### config.mk
export PLATFORM = sky130hd
export DESIGN_NAME = hpss_port
export DESIGN_NICKNAME = d
export VERILOG_FILES = /design/src/shared/hpss_pkg.sv /design/src/hw/hpss_pin_sync.sv /design/src/hw/hpss_port.sv
export SDC_FILE = /design/constraint.sdc
export NUM_CORES = 1
export LEC_CHECK = 0
export BUFFER_PORTS_ARGS = -buffer_cell sky130_fd_sc_hd__clkbuf_2
export CORE_MARGIN = 2
export CORE_UTILIZATION = 59
export DETAILED_ROUTE_END_ITERATION = 16
export HOLD_SLACK_MARGIN = 0.06
export PLACE_DENSITY = 0.78
export RECOVER_POWER = 50
export SETUP_SLACK_MARGIN = 0.5
export SLEW_MARGIN = 20
export SYNTH_ARGS = -nofsm -noshare
export SYNTH_HDL_FRONTEND = slang
export SYNTH_SLANG_ARGS = --single-unit
### constraint.sdc
create_clock -name clk -period 2.25 [get_ports clk]
set_input_delay 0.1125 -clock clk [delete_from_list [all_inputs] [get_ports clk]]
set_output_delay 0.1125 -clock clk [all_outputs]
set_load 0.02 [all_outputs]
### src/shared/hpss_pkg.sv
// host port serial slave: shared constants, carrier types and state layout
// assumes a 100 MHz system clock; pins arrive from the host clock domain
//
// What this block does
// - host reads and writes device memory via this port, as SPI or I2C slave.
// - stopping the serial clock at any level loses no bits or state.
// - with select low, every 16 clock cycles yield one received 16-bit word.
// - first output bit driven after the later of select fall and clock fall.
// - a select-low period whose clock count is not a multiple of 8 resets the slave.
// - several commands may run back to back within one select-low period.
// - each select rising edge ends the sequence and resets the interface.
// - serial output released whenever deselected, driven only while selected.
// - I2C mode uses the same pins as SPI mode.
// - I2C mode filters out clock and data glitches up to 50 ns wide.
package hpss_pkg;
	localparam int         HPSS_CLK_NS     = 10;
	localparam int         HPSS_GLITCH_NS  = 50;
	// glitch width in system clocks, rounded up so a 50 ns pulse is never taken
	localparam int         HPSS_GLITCH_CYC = (HPSS_GLITCH_NS + HPSS_CLK_NS - 1) / HPSS_CLK_NS;
	localparam int         HPSS_WORD_BITS  = 16;
	localparam int         HPSS_BYTE_BITS  = 8;
	localparam logic [4:0] HPSS_CNT_ZERO   = 5'h00;
	localparam logic [4:0] HPSS_CNT_ONE    = 5'h01;
	localparam logic [4:0] HPSS_CNT_BYTE   = 5'h08;
	localparam logic [4:0] HPSS_CNT_WORD   = 5'h10;
	localparam logic [6:0] HPSS_I2C_ADDR   = 7'h2A; // arbitrary default bus address

	// one received unit handed to the interpreter
	typedef struct packed {
		logic [15:0] data;
		logic        is_byte;
	} hpss_word_t;

	typedef enum logic [2:0] {I2_IDLE, I2_ADDR, I2_AACK, I2_WR, I2_WACK, I2_RD, I2_RACK} hpss_i2c_st_t;

	// whole state of the port
	typedef struct packed {
		logic         clk_q;
		logic         cs_q;
		logic         din_q;
		logic [4:0]   cnt;
		logic         pend;
		logic [15:0]  sh_in;
		logic [15:0]  sh_out;
		logic         oe;
		hpss_word_t   rx;
		logic         rx_valid;
		logic         err;
		logic         load;
		hpss_i2c_st_t ist;
		logic         rw;
		logic         sda_low;
	} hpss_state_t;

	localparam hpss_state_t HPSS_ST_RST = '0;
endpackage : hpss_pkg

### src/hw/hpss_pin_sync.sv
// host port serial slave: pin synchroniser with glitch filter per pin
// assumes pins are asynchronous to clk; filtered output lags by FILT+3 clocks
`timescale 1ns/1ps
module hpss_pin_sync
	import hpss_pkg::*;
#(
	parameter int WIDTH = 3,
	parameter int FILT  = HPSS_GLITCH_CYC
) (
	// clock and reset
	input  wire logic             clk,
	input  wire logic             rst_b,
	// raw pins and conditioned copies
	input  wire logic [WIDTH-1:0] pins,
	output logic      [WIDTH-1:0] synced,
	output logic      [WIDTH-1:0] filtered
);
	localparam int CW = $clog2(FILT + 1) + 1;
	localparam logic [CW-1:0] CNT_LIM = CW'(FILT);

	typedef struct packed {
		logic [WIDTH-1:0]         s1;
		logic [WIDTH-1:0]         s2;
		logic [WIDTH-1:0]         filt;
		logic [WIDTH-1:0][CW-1:0] cnt;
	} hpss_sync_st_t;

	hpss_sync_st_t st;
	hpss_sync_st_t next_st;

	// a pin change is taken only once it has stood FILT+1 samples
	always_comb begin
		next_st    = st;
		next_st.s1 = pins;
		next_st.s2 = st.s1; // first stage feeds only this stage
		for (int i = 0; i < WIDTH; i++) begin
			if (st.s2[i] == st.filt[i]) begin
				next_st.cnt[i] = '0;
			end else if (st.cnt[i] == CNT_LIM) begin
				next_st.filt[i] = st.s2[i];
				next_st.cnt[i]  = '0;
			end else begin
				next_st.cnt[i] = st.cnt[i] + CW'(1);
			end
		end
	end

	always_ff @(posedge clk) begin
		if (!rst_b) begin
			st <= '0;
		end else begin
			st <= next_st;
		end
	end

	assign synced   = st.s2;
	assign filtered = st.filt;
endmodule : hpss_pin_sync

### src/hw/hpss_port.sv
// host port serial slave: SPI or I2C slave on one set of host pins
// assumes mode_i2c is static configuration from clk domain; tx_word valid on tx_load
`timescale 1ns/1ps
module hpss_port
	import hpss_pkg::*;
#(
	parameter logic [6:0] I2C_ADDR = HPSS_I2C_ADDR,
	parameter int         FILT     = HPSS_GLITCH_CYC
) (
	// clock and reset
	input  wire logic  clk,
	input  wire logic  rst_b,
	// configuration
	input  wire logic  mode_i2c,
	// host pins; data-in pin doubles as open-drain sda in i2c mode
	input  wire logic  host_clk,
	input  wire logic  host_chip_select_n,
	input  wire logic  host_serial_in,
	output logic       host_serial_in_out,
	output logic       host_serial_in_oe,
	output logic       host_serial_out,
	output logic       host_serial_out_oe,
	// received units toward the interpreter
	output hpss_word_t rx_word,
	output logic       rx_valid,
	output logic       frame_error,
	// reply data from the interpreter
	input  wire logic [15:0] tx_word,
	output logic             tx_load
);
	hpss_state_t st;
	hpss_state_t next_st;
	logic [2:0]  pin_sync;
	logic [2:0]  pin_filt;
	logic        s_clk;
	logic        s_cs;
	logic        s_din;
	logic        clk_rise;
	logic        clk_fall;
	logic        i2c_start;
	logic        i2c_stop;

	// both modes share the same three pins
	hpss_pin_sync #(.WIDTH(3), .FILT(FILT)) u_sync (
		.clk      (clk),
		.rst_b    (rst_b),
		.pins     ({host_serial_in, host_chip_select_n, host_clk}),
		.synced   (pin_sync),
		.filtered (pin_filt)
	);

	// spi uses the fast copy, i2c the glitch-filtered one
	assign s_clk = mode_i2c ? pin_filt[0] : pin_sync[0];
	assign s_cs  = mode_i2c ? pin_filt[1] : pin_sync[1];
	assign s_din = mode_i2c ? pin_filt[2] : pin_sync[2];

	// edges found against the previous sample; no timeout, so a stopped clock waits
	assign clk_rise  = s_clk & ~st.clk_q;
	assign clk_fall  = ~s_clk & st.clk_q;
	assign i2c_start = s_clk & st.clk_q & st.din_q & ~s_din;
	assign i2c_stop  = s_clk & st.clk_q & ~st.din_q & s_din;

	always_comb begin
		next_st          = st;
		next_st.clk_q    = s_clk;
		next_st.cs_q     = s_cs;
		next_st.din_q    = s_din;
		next_st.rx_valid = 1'b0;
		next_st.err      = 1'b0;
		next_st.load     = 1'b0;
		if (!mode_i2c) begin
			next_st.ist     = I2_IDLE;
			next_st.sda_low = 1'b0;
			if (s_cs) begin
				// deselected: output released, framing cleared
				next_st.oe   = 1'b0;
				next_st.cnt  = HPSS_CNT_ZERO;
				next_st.pend = 1'b0;
				if (!st.cs_q) begin
					if (st.cnt == HPSS_CNT_BYTE) begin
						next_st.rx       = '{data: {8'h00, st.sh_in[7:0]}, is_byte: 1'b1};
						next_st.rx_valid = 1'b1;
					end else if (st.cnt != HPSS_CNT_ZERO) begin
						next_st.err = 1'b1; // partial unit dropped, slave back to reset
					end
				end
			end else if (st.cs_q) begin
				// select fell: reply word loaded, drive now only if clock already low
				next_st.sh_out = tx_word;
				next_st.load   = 1'b1;
				next_st.cnt    = HPSS_CNT_ZERO;
				next_st.oe     = ~s_clk;
			end else begin
				if (clk_rise) begin
					next_st.sh_in = {st.sh_in[14:0], s_din};
					if (st.cnt + HPSS_CNT_ONE == HPSS_CNT_WORD) begin
						// a full word; the next one may follow with no gap
						next_st.rx       = '{data: {st.sh_in[14:0], s_din}, is_byte: 1'b0};
						next_st.rx_valid = 1'b1;
						next_st.cnt      = HPSS_CNT_ZERO;
						next_st.pend     = 1'b1;
					end else begin
						next_st.cnt = st.cnt + HPSS_CNT_ONE;
					end
				end
				if (clk_fall) begin
					next_st.oe = 1'b1;
					if (st.pend) begin
						next_st.sh_out = tx_word;
						next_st.load   = 1'b1;
						next_st.pend   = 1'b0;
					end else if (st.cnt != HPSS_CNT_ZERO) begin
						next_st.sh_out = {st.sh_out[14:0], 1'b0};
					end
				end
			end
		end else begin
			// i2c: spi output stays released, chip select is ignored
			next_st.oe = 1'b0;
			if (i2c_start) begin
				next_st.ist     = I2_ADDR;
				next_st.cnt     = HPSS_CNT_ZERO;
				next_st.sda_low = 1'b0;
			end else if (i2c_stop) begin
				next_st.ist     = I2_IDLE;
				next_st.sda_low = 1'b0;
			end else begin
				case (st.ist)
					I2_IDLE: begin
						next_st.cnt = HPSS_CNT_ZERO;
					end
					I2_ADDR, I2_WR: begin
						if (clk_rise) begin
							next_st.sh_in = {st.sh_in[14:0], s_din};
							next_st.cnt   = st.cnt + HPSS_CNT_ONE;
						end else if (clk_fall && st.cnt == HPSS_CNT_BYTE) begin
							next_st.cnt = HPSS_CNT_ZERO;
							if (st.ist == I2_WR) begin
								next_st.rx       = '{data: {8'h00, st.sh_in[7:0]}, is_byte: 1'b1};
								next_st.rx_valid = 1'b1;
								next_st.sda_low  = 1'b1;
								next_st.ist      = I2_WACK;
							end else if (st.sh_in[7:1] == I2C_ADDR) begin
								next_st.rw      = st.sh_in[0];
								next_st.sda_low = 1'b1;
								next_st.ist     = I2_AACK;
							end else begin
								next_st.ist = I2_IDLE; // not our address, stay off the bus
							end
						end
					end
					I2_AACK: begin
						if (clk_fall) begin
							if (st.rw) begin
								// read: low byte of the reply goes out msb first
								next_st.sh_out  = {tx_word[7:0], 8'h00};
								next_st.load    = 1'b1;
								next_st.sda_low = ~tx_word[7];
								next_st.ist     = I2_RD;
							end else begin
								next_st.sda_low = 1'b0;
								next_st.ist     = I2_WR;
							end
						end
					end
					I2_WACK: begin
						if (clk_fall) begin
							next_st.sda_low = 1'b0;
							next_st.ist     = I2_WR;
						end
					end
					I2_RD: begin
						if (clk_rise) begin
							next_st.cnt = st.cnt + HPSS_CNT_ONE;
						end else if (clk_fall) begin
							if (st.cnt == HPSS_CNT_BYTE) begin
								next_st.sda_low = 1'b0; // let the host acknowledge
								next_st.cnt     = HPSS_CNT_ZERO;
								next_st.ist     = I2_RACK;
							end else begin
								next_st.sh_out  = {st.sh_out[14:0], 1'b0};
								next_st.sda_low = ~st.sh_out[14];
							end
						end
					end
					I2_RACK: begin
						// host nack ends the read, ack fetches the next byte
						if (clk_rise) begin
							next_st.ist = s_din ? I2_IDLE : I2_AACK;
						end
					end
					default: begin
						next_st.ist = I2_IDLE;
					end
				endcase
			end
		end
	end

	always_ff @(posedge clk) begin
		if (!rst_b) begin
			st <= HPSS_ST_RST;
		end else begin
			st <= next_st;
		end
	end

	// outputs straight from state flops, except the sda drive value tied low
	assign host_serial_out    = st.sh_out[15];
	assign host_serial_out_oe = st.oe;
	assign host_serial_in_out = 1'b0;           // open drain: only ever pulls low
	assign host_serial_in_oe  = st.sda_low;
	assign rx_word            = st.rx;
	assign rx_valid           = st.rx_valid;
	assign frame_error        = st.err;
	assign tx_load            = st.load;
endmodule : hpss_port

[Yosys cells after proc, flatten, opt, wreduce, memory -nomap -nowiden]
Cells that the tools add are included.
Storage, ports and cells
  bits of input ports: 22
  register bits: 87
  output and inout bits: 24
  word-level logic and storage cells: 223
Cells by class
  mux-type cells: 84
  bitwise logic cells: 24
  reductions and logical operators: 32
  $add $sub $neg: 4
  equality and inequality tests: 54
Operators by type and width (number)
  $mux W18: 10
  $mux W16: 7
  $mux W31: 3
  $mux W5: 12
  $mux W17: 3
  $mux W50: 1
  $mux W19: 2
  $ne A4 B4 Y1 const B: 8
  $pmux W16 S2: 1
  $mux W15: 2
  $mux W3: 9
  $ne A2 B2 Y1 const B: 13
  $mux W1: 24
  $ne A3 B3 Y1 const B: 8
  $mux W22: 1
  $pmux W3 S6: 1
  $reduce_and A9 Y1: 2
  $not A1 Y1: 17
  $reduce_and A8 Y1: 2
  $ne A5 B5 Y1 const B: 3
  $pmux W5 S3: 1
  $add A4 B1 Y4 const B: 3
  $eq A4 B3 Y1 const B: 3
  $reduce_bool A4 Y1: 3
  other kinds (31): 59

[Logic depth before layout (Yosys ltp)]
  depth in word-level cells: 10
  depth in mapped cells: 9
  depth with buffers taken out: 7

[Hierarchy]
A second synthesis with hierarchy kept.
Second synthesis, totals
  cells, all modules: 481
  area total of the unflattened synthesis: 4390.5 µm²
Modules (own cells, without submodules)
  hpss_port: cells each 402, times used 1, area each 3545.9 µm², seq. area each 1321.3 µm²
  hpss_pin_sync: cells each 79, times used 1, area each 844.6 µm², seq. area each 420.4 µm²

[Worst setup path after synthesis]
Ideal clock, no wire load.
  kind: flip-flop to flip-flop
  start: register st[59] (netlist bit)
  end: register st[30] (netlist bit)
  arrival: 1.763 ns
  data required time: 2.178 ns
  setup slack: 0.415 ns
  stages on the path, launching flop included: 10
  period minus slack after synthesis: 1.835 ns
  library setup time: 0.072 ns
  path buffers: 2
  cells stage by stage: dfxtp_1 > inv_1 > ha_1 > nor3b_1 > a31oi_1 > o22a_2 > a21bo_1 > buf_6 > buf_6 > mux2i_1
On the way
  longest elaborated chain between the ends: 3
  elaborated cells on any way between the ends: 5
  those cells by class: 2 x eq/ne; 3 x reduce/logical
Ends and longest elaborated chain
  start: declaration: line hpss_port.sv:31  | hpss_state_t st;
  start signal: assignment: line hpss_port.sv:204  | st <= next_st;
  $eq A5 B4 Y1 / $reduce_bool A5 Y1 (equally long branches): line hpss_port.sv:176, hpss_port.sv:112
  $ne A3 B3 Y1 (no source line) / $reduce_bool A4 Y1 (equally long branches)
  $reduce_and A11 Y1 (no source line) *
Mark *: on every way between the ends. The rest lies on a longest branch, timed or not.
A chain may end at the register's enable or synchronous reset.

[Worst setup path after layout]
  start: register u_sync.st, in the netlist u_sync.filtered[0]
  end: register st, in the netlist rx_word[2]
On the way
  longest elaborated chain between the ends: 6
  elaborated cells on any way between the ends: 16
  those cells by class: 4 x eq/ne; 1 x mux; 8 x bitwise; 3 x reduce/logical
Ends and longest elaborated chain
  start: declaration: line hpss_pin_sync.sv:28  | hpss_sync_st_t st;
  start signal: assignment: line hpss_pin_sync.sv:52  | st <= next_st;
  $mux W1 *: line hpss_port.sv:53  | assign s_clk = mode_i2c ? pin_filt[0] : pin_sync[0];
  $and A1 B1 Y1 / $not A1 Y1 (equally long branches): line hpss_port.sv:60, hpss_port.sv:61, hpss_port.sv:59
  $and A1 B1 Y1, on equally long branches: line hpss_port.sv:61, hpss_port.sv:59, hpss_port.sv:60
  $and A1 B1 Y1 (tied with other cells): line hpss_port.sv:61  | assign i2c_stop = s_clk & st.clk_q & ~st.din_q & s_din;
  $ne A2 B2 Y1 (no source line) / $ne A2 B1 Y1 (equally long branches)
  $reduce_and A10 Y1 (no source line) *
Marked as above.

==> results_dict.tcl <==
set metrics [dict create \
    grt_start_max_net_pins 48 \
    synthCells 492 \
    powerDensity_nw_per_um2 553 \
    root_buffer "clkbuf_8" \
    synth_largest_area_cell "dfxtp_1" \
    antenna_left 0 \
    dr.pass1.iters 5 \
    criticalPathCategory "register to register" \
    synth.area.top_cells "dfxtp_1 40%, nand2_1 5.2%, mux2i_1 5.1%, nor2_1 3.6%, a22o_1 3.3%" \
    port_buffers 44 \
    dp_worst_setup_slack_ps 56.4 \
    die_h_um 89.4 \
    hold_viol_final 0 \
    grt_pass1_vias 3543 \
    async_reset_ff_share_pct 0 \
    crit_fanout 9 \
    max_slew_margin_pct 50.4 \
    rows 31 \
    place_area_um2 4510 \
    dp_hpwl_um 7020 \
    use_met2_pct 46.1 \
    setup_viol_count_final 0 \
    gr-usage-all-layers_pct 27.5 \
    synth_area_per_cell_um2 8.75 \
    cp_data_arrival_time_ps 2190 \
    wl_um 10800 \
    finalMaxSlewViolations 0 \
    clkTransAtPathRegs_ps 90 \
    htreeDepth 3 \
    gp_routability_congestion 0.962 \
    synthFlopType "dfxtp_1" \
    cp.required_ps 2500 \
    synth_nets 522 \
    drive_above_1_share_pct 21.9 \
    cts-buffers-inserted 9 \
    n_antenna_cell 0 \
    core_um2 7180 \
    drc 0 \
    avgRoutedWirePerCell_um 16.9 \
    tightest_slew_ps 737 \
    min_period_ps 1940 \
    grtUsageMet3_pct 6.74 \
    start_util_pct 60.0 \
    antenna_found_initial 0 \
    clock_path_buffers 2 \
    synth-edff-count 0 \
    top_usage_layer "met2" \
    ys_seq_elements 87 \
    start_kind "register" \
    finalPower_mw 2.83 \
    outcome "finished, final reports clean" \
    dp.cells 605 \
    ir_drop_mv 0.286 \
    die_w_um 89.4 \
    netlist.area_leader.share_pct 40.4 \
    ys_seq_area_share_pct 40.4 \
    synth_cell_type_count 68 \
    ys_warn_count 0 \
    design_area_um2 5110 \
    tritoncts "built" \
    nFillCells 547 \
    max_freq_mhz 516 \
    hold_path.class "primary input to register" \
    final_common_cell "dfxtp_1" \
    vias 3862 \
    period_share_pct 86.1 \
    drtIter0Drc 307 \
    syn-cell-area_um2 4310 \
    cts.sink_count 87 \
    nNetsFinal 565 \
    area_growth_pct 18.7 \
    pin_count 46 \
    grtUsageMet1_pct 33.9 \
    setup_tns_ps 0 \
    grt_overflow 0 \
    skew_ps 9.45 \
    max_cap_violations 0 \
    viasPerCell 6.04 \
    rsz0062_at_grt "yes" \
    insertion_delay_ps 370 \
    final_cell_mix "78 x dfxtp_1, 59 x nand2_1, 40 x nor2_1, 24 x nand3_1, 24 x clkbuf_1" \
    grt_pass1_wl_um 16900 \
    p_leak_nw 1.99 \
    finalWorstSetupSlack_ps 313 \
    die-area_um2 8000 \
    end_kind "register" \
    fin_cells 639 \
]
where the power goes:
group	total, mW	internal [mW]	switching (mW)
clock network	1.02	0.435	0.589
logic	0.243	0.0995	0.143
registers	1.56	1.55	0.0128
total	2.83	2.08	0.745
critical path: stages (launching register included):
cell	delay, ps
dfxtp_1	570
mux2_4	300
nand2_4	110
o31ai_4	260
buf_4	170
a21oi_4	80
a221o_1	340
registers in the layout, summed over array words and instances (netlist names):
signal / count
frame_error: 1
host_serial_in_oe: 1
host_serial_out: 1
host_serial_out_oe: 1
rx_valid: 1
rx_word: 17
st: 43
tx_load: 1
u_sync.filtered: 3
u_sync.next_st: 3
u_sync.st: 12
u_sync.synced: 3
metal layers:
layer / vias up / wire, um
met3: 29 / 701
met2: 167 / 5210
met5: - / 0
li1: 1830 / -
met1: 1836 / 4670
met4: 0 / 232
area by class of cell:
class | count | area [um2] | share of cell area (%)
clock buffer | 10 | 138 | 2.69
sequential | 87 | 1760 | 34.5
tap | 99 | 124 | 2.42
inverter | 13 | 48.8 | 0.954
multi-input combinational | 345 | 2500 | 48.9
clock inverter | 6 | 42.5 | 0.832
timing repair buffer | 79 | 495 | 9.69
metrics by stage:
stage | hold WS (ps) | util, %
floorplan | 240 | -
global placement | 320 | 62.9
detailed placement | 324 | 62.9
CTS | 124 | 70.1
global route | 153 | 71.2
finish | 137 | 71.2
path summary, 6_finish.rpt:
check / from / end / slack (ps) / depth (start not counted)
setup reg to reg: u_sync.filtered[0]$_SDFFE_PN0P_ / rx_word[2]$_SDFFE_PN0P_ / 310 / 6
setup / recovery: u_sync.filtered[0]$_SDFFE_PN0P_ / rx_word[2]$_SDFFE_PN0P_ / 310 / 6
hold / removal: tx_word[5] / st[31]$_SDFFE_PN0P_ / 140 / 4
hold reg to reg: u_sync.next_st[16]$_SDFF_PN0_ / u_sync.synced[1]$_SDFF_PN0_ / 440 / 1
timing repair:
item	4_1_cts	5_1_grt
setup endpoints to repair	41	42
pin swaps	19	13
gates cloned	3	1
hold buffers	4	0
resized for setup	49	22
setup buffers	9	1
endpoints found under the hold margin	4	0
cell families after synthesis:
group | after synthesis | synth area share, %
AOI/OAI and AO/OA | 105 | 18.6
xor gates and xnor gates | 11 | 2.24
adders and majority gates | 8 | 2.32
buffers and inverters | 63 | 8.08
DFF | 87 | 40.4
muxes | 24 | 5.98
other | 1 | 0.0871
and+or+nand+nor | 193 | 22.3
synth_stat cells, types with 3 or more instances:
master    number
a22o_1        16
and3_1        12
xnor2_1        5
buf_2         11
ha_1           8
nor2_1        41
buf_4         18
o211ai_1       3
dfxtp_1       87
a21o_1         4
nand2b_1       3
nand3b_1       6
clkbuf_1      16
nor2b_1        4
a32oi_1        3
nand3_1       25
or2_2          3
a221o_1       13
a21oi_1       22
xor2_1         6
nand2_1       60
inv_1         13
nor3b_1        6
o21ai_0        5
and2_1        14
buf_6          4
mux2i_1       22
a31oi_1        8
nor3_1         6
Power figures use the tool's default switching activity.
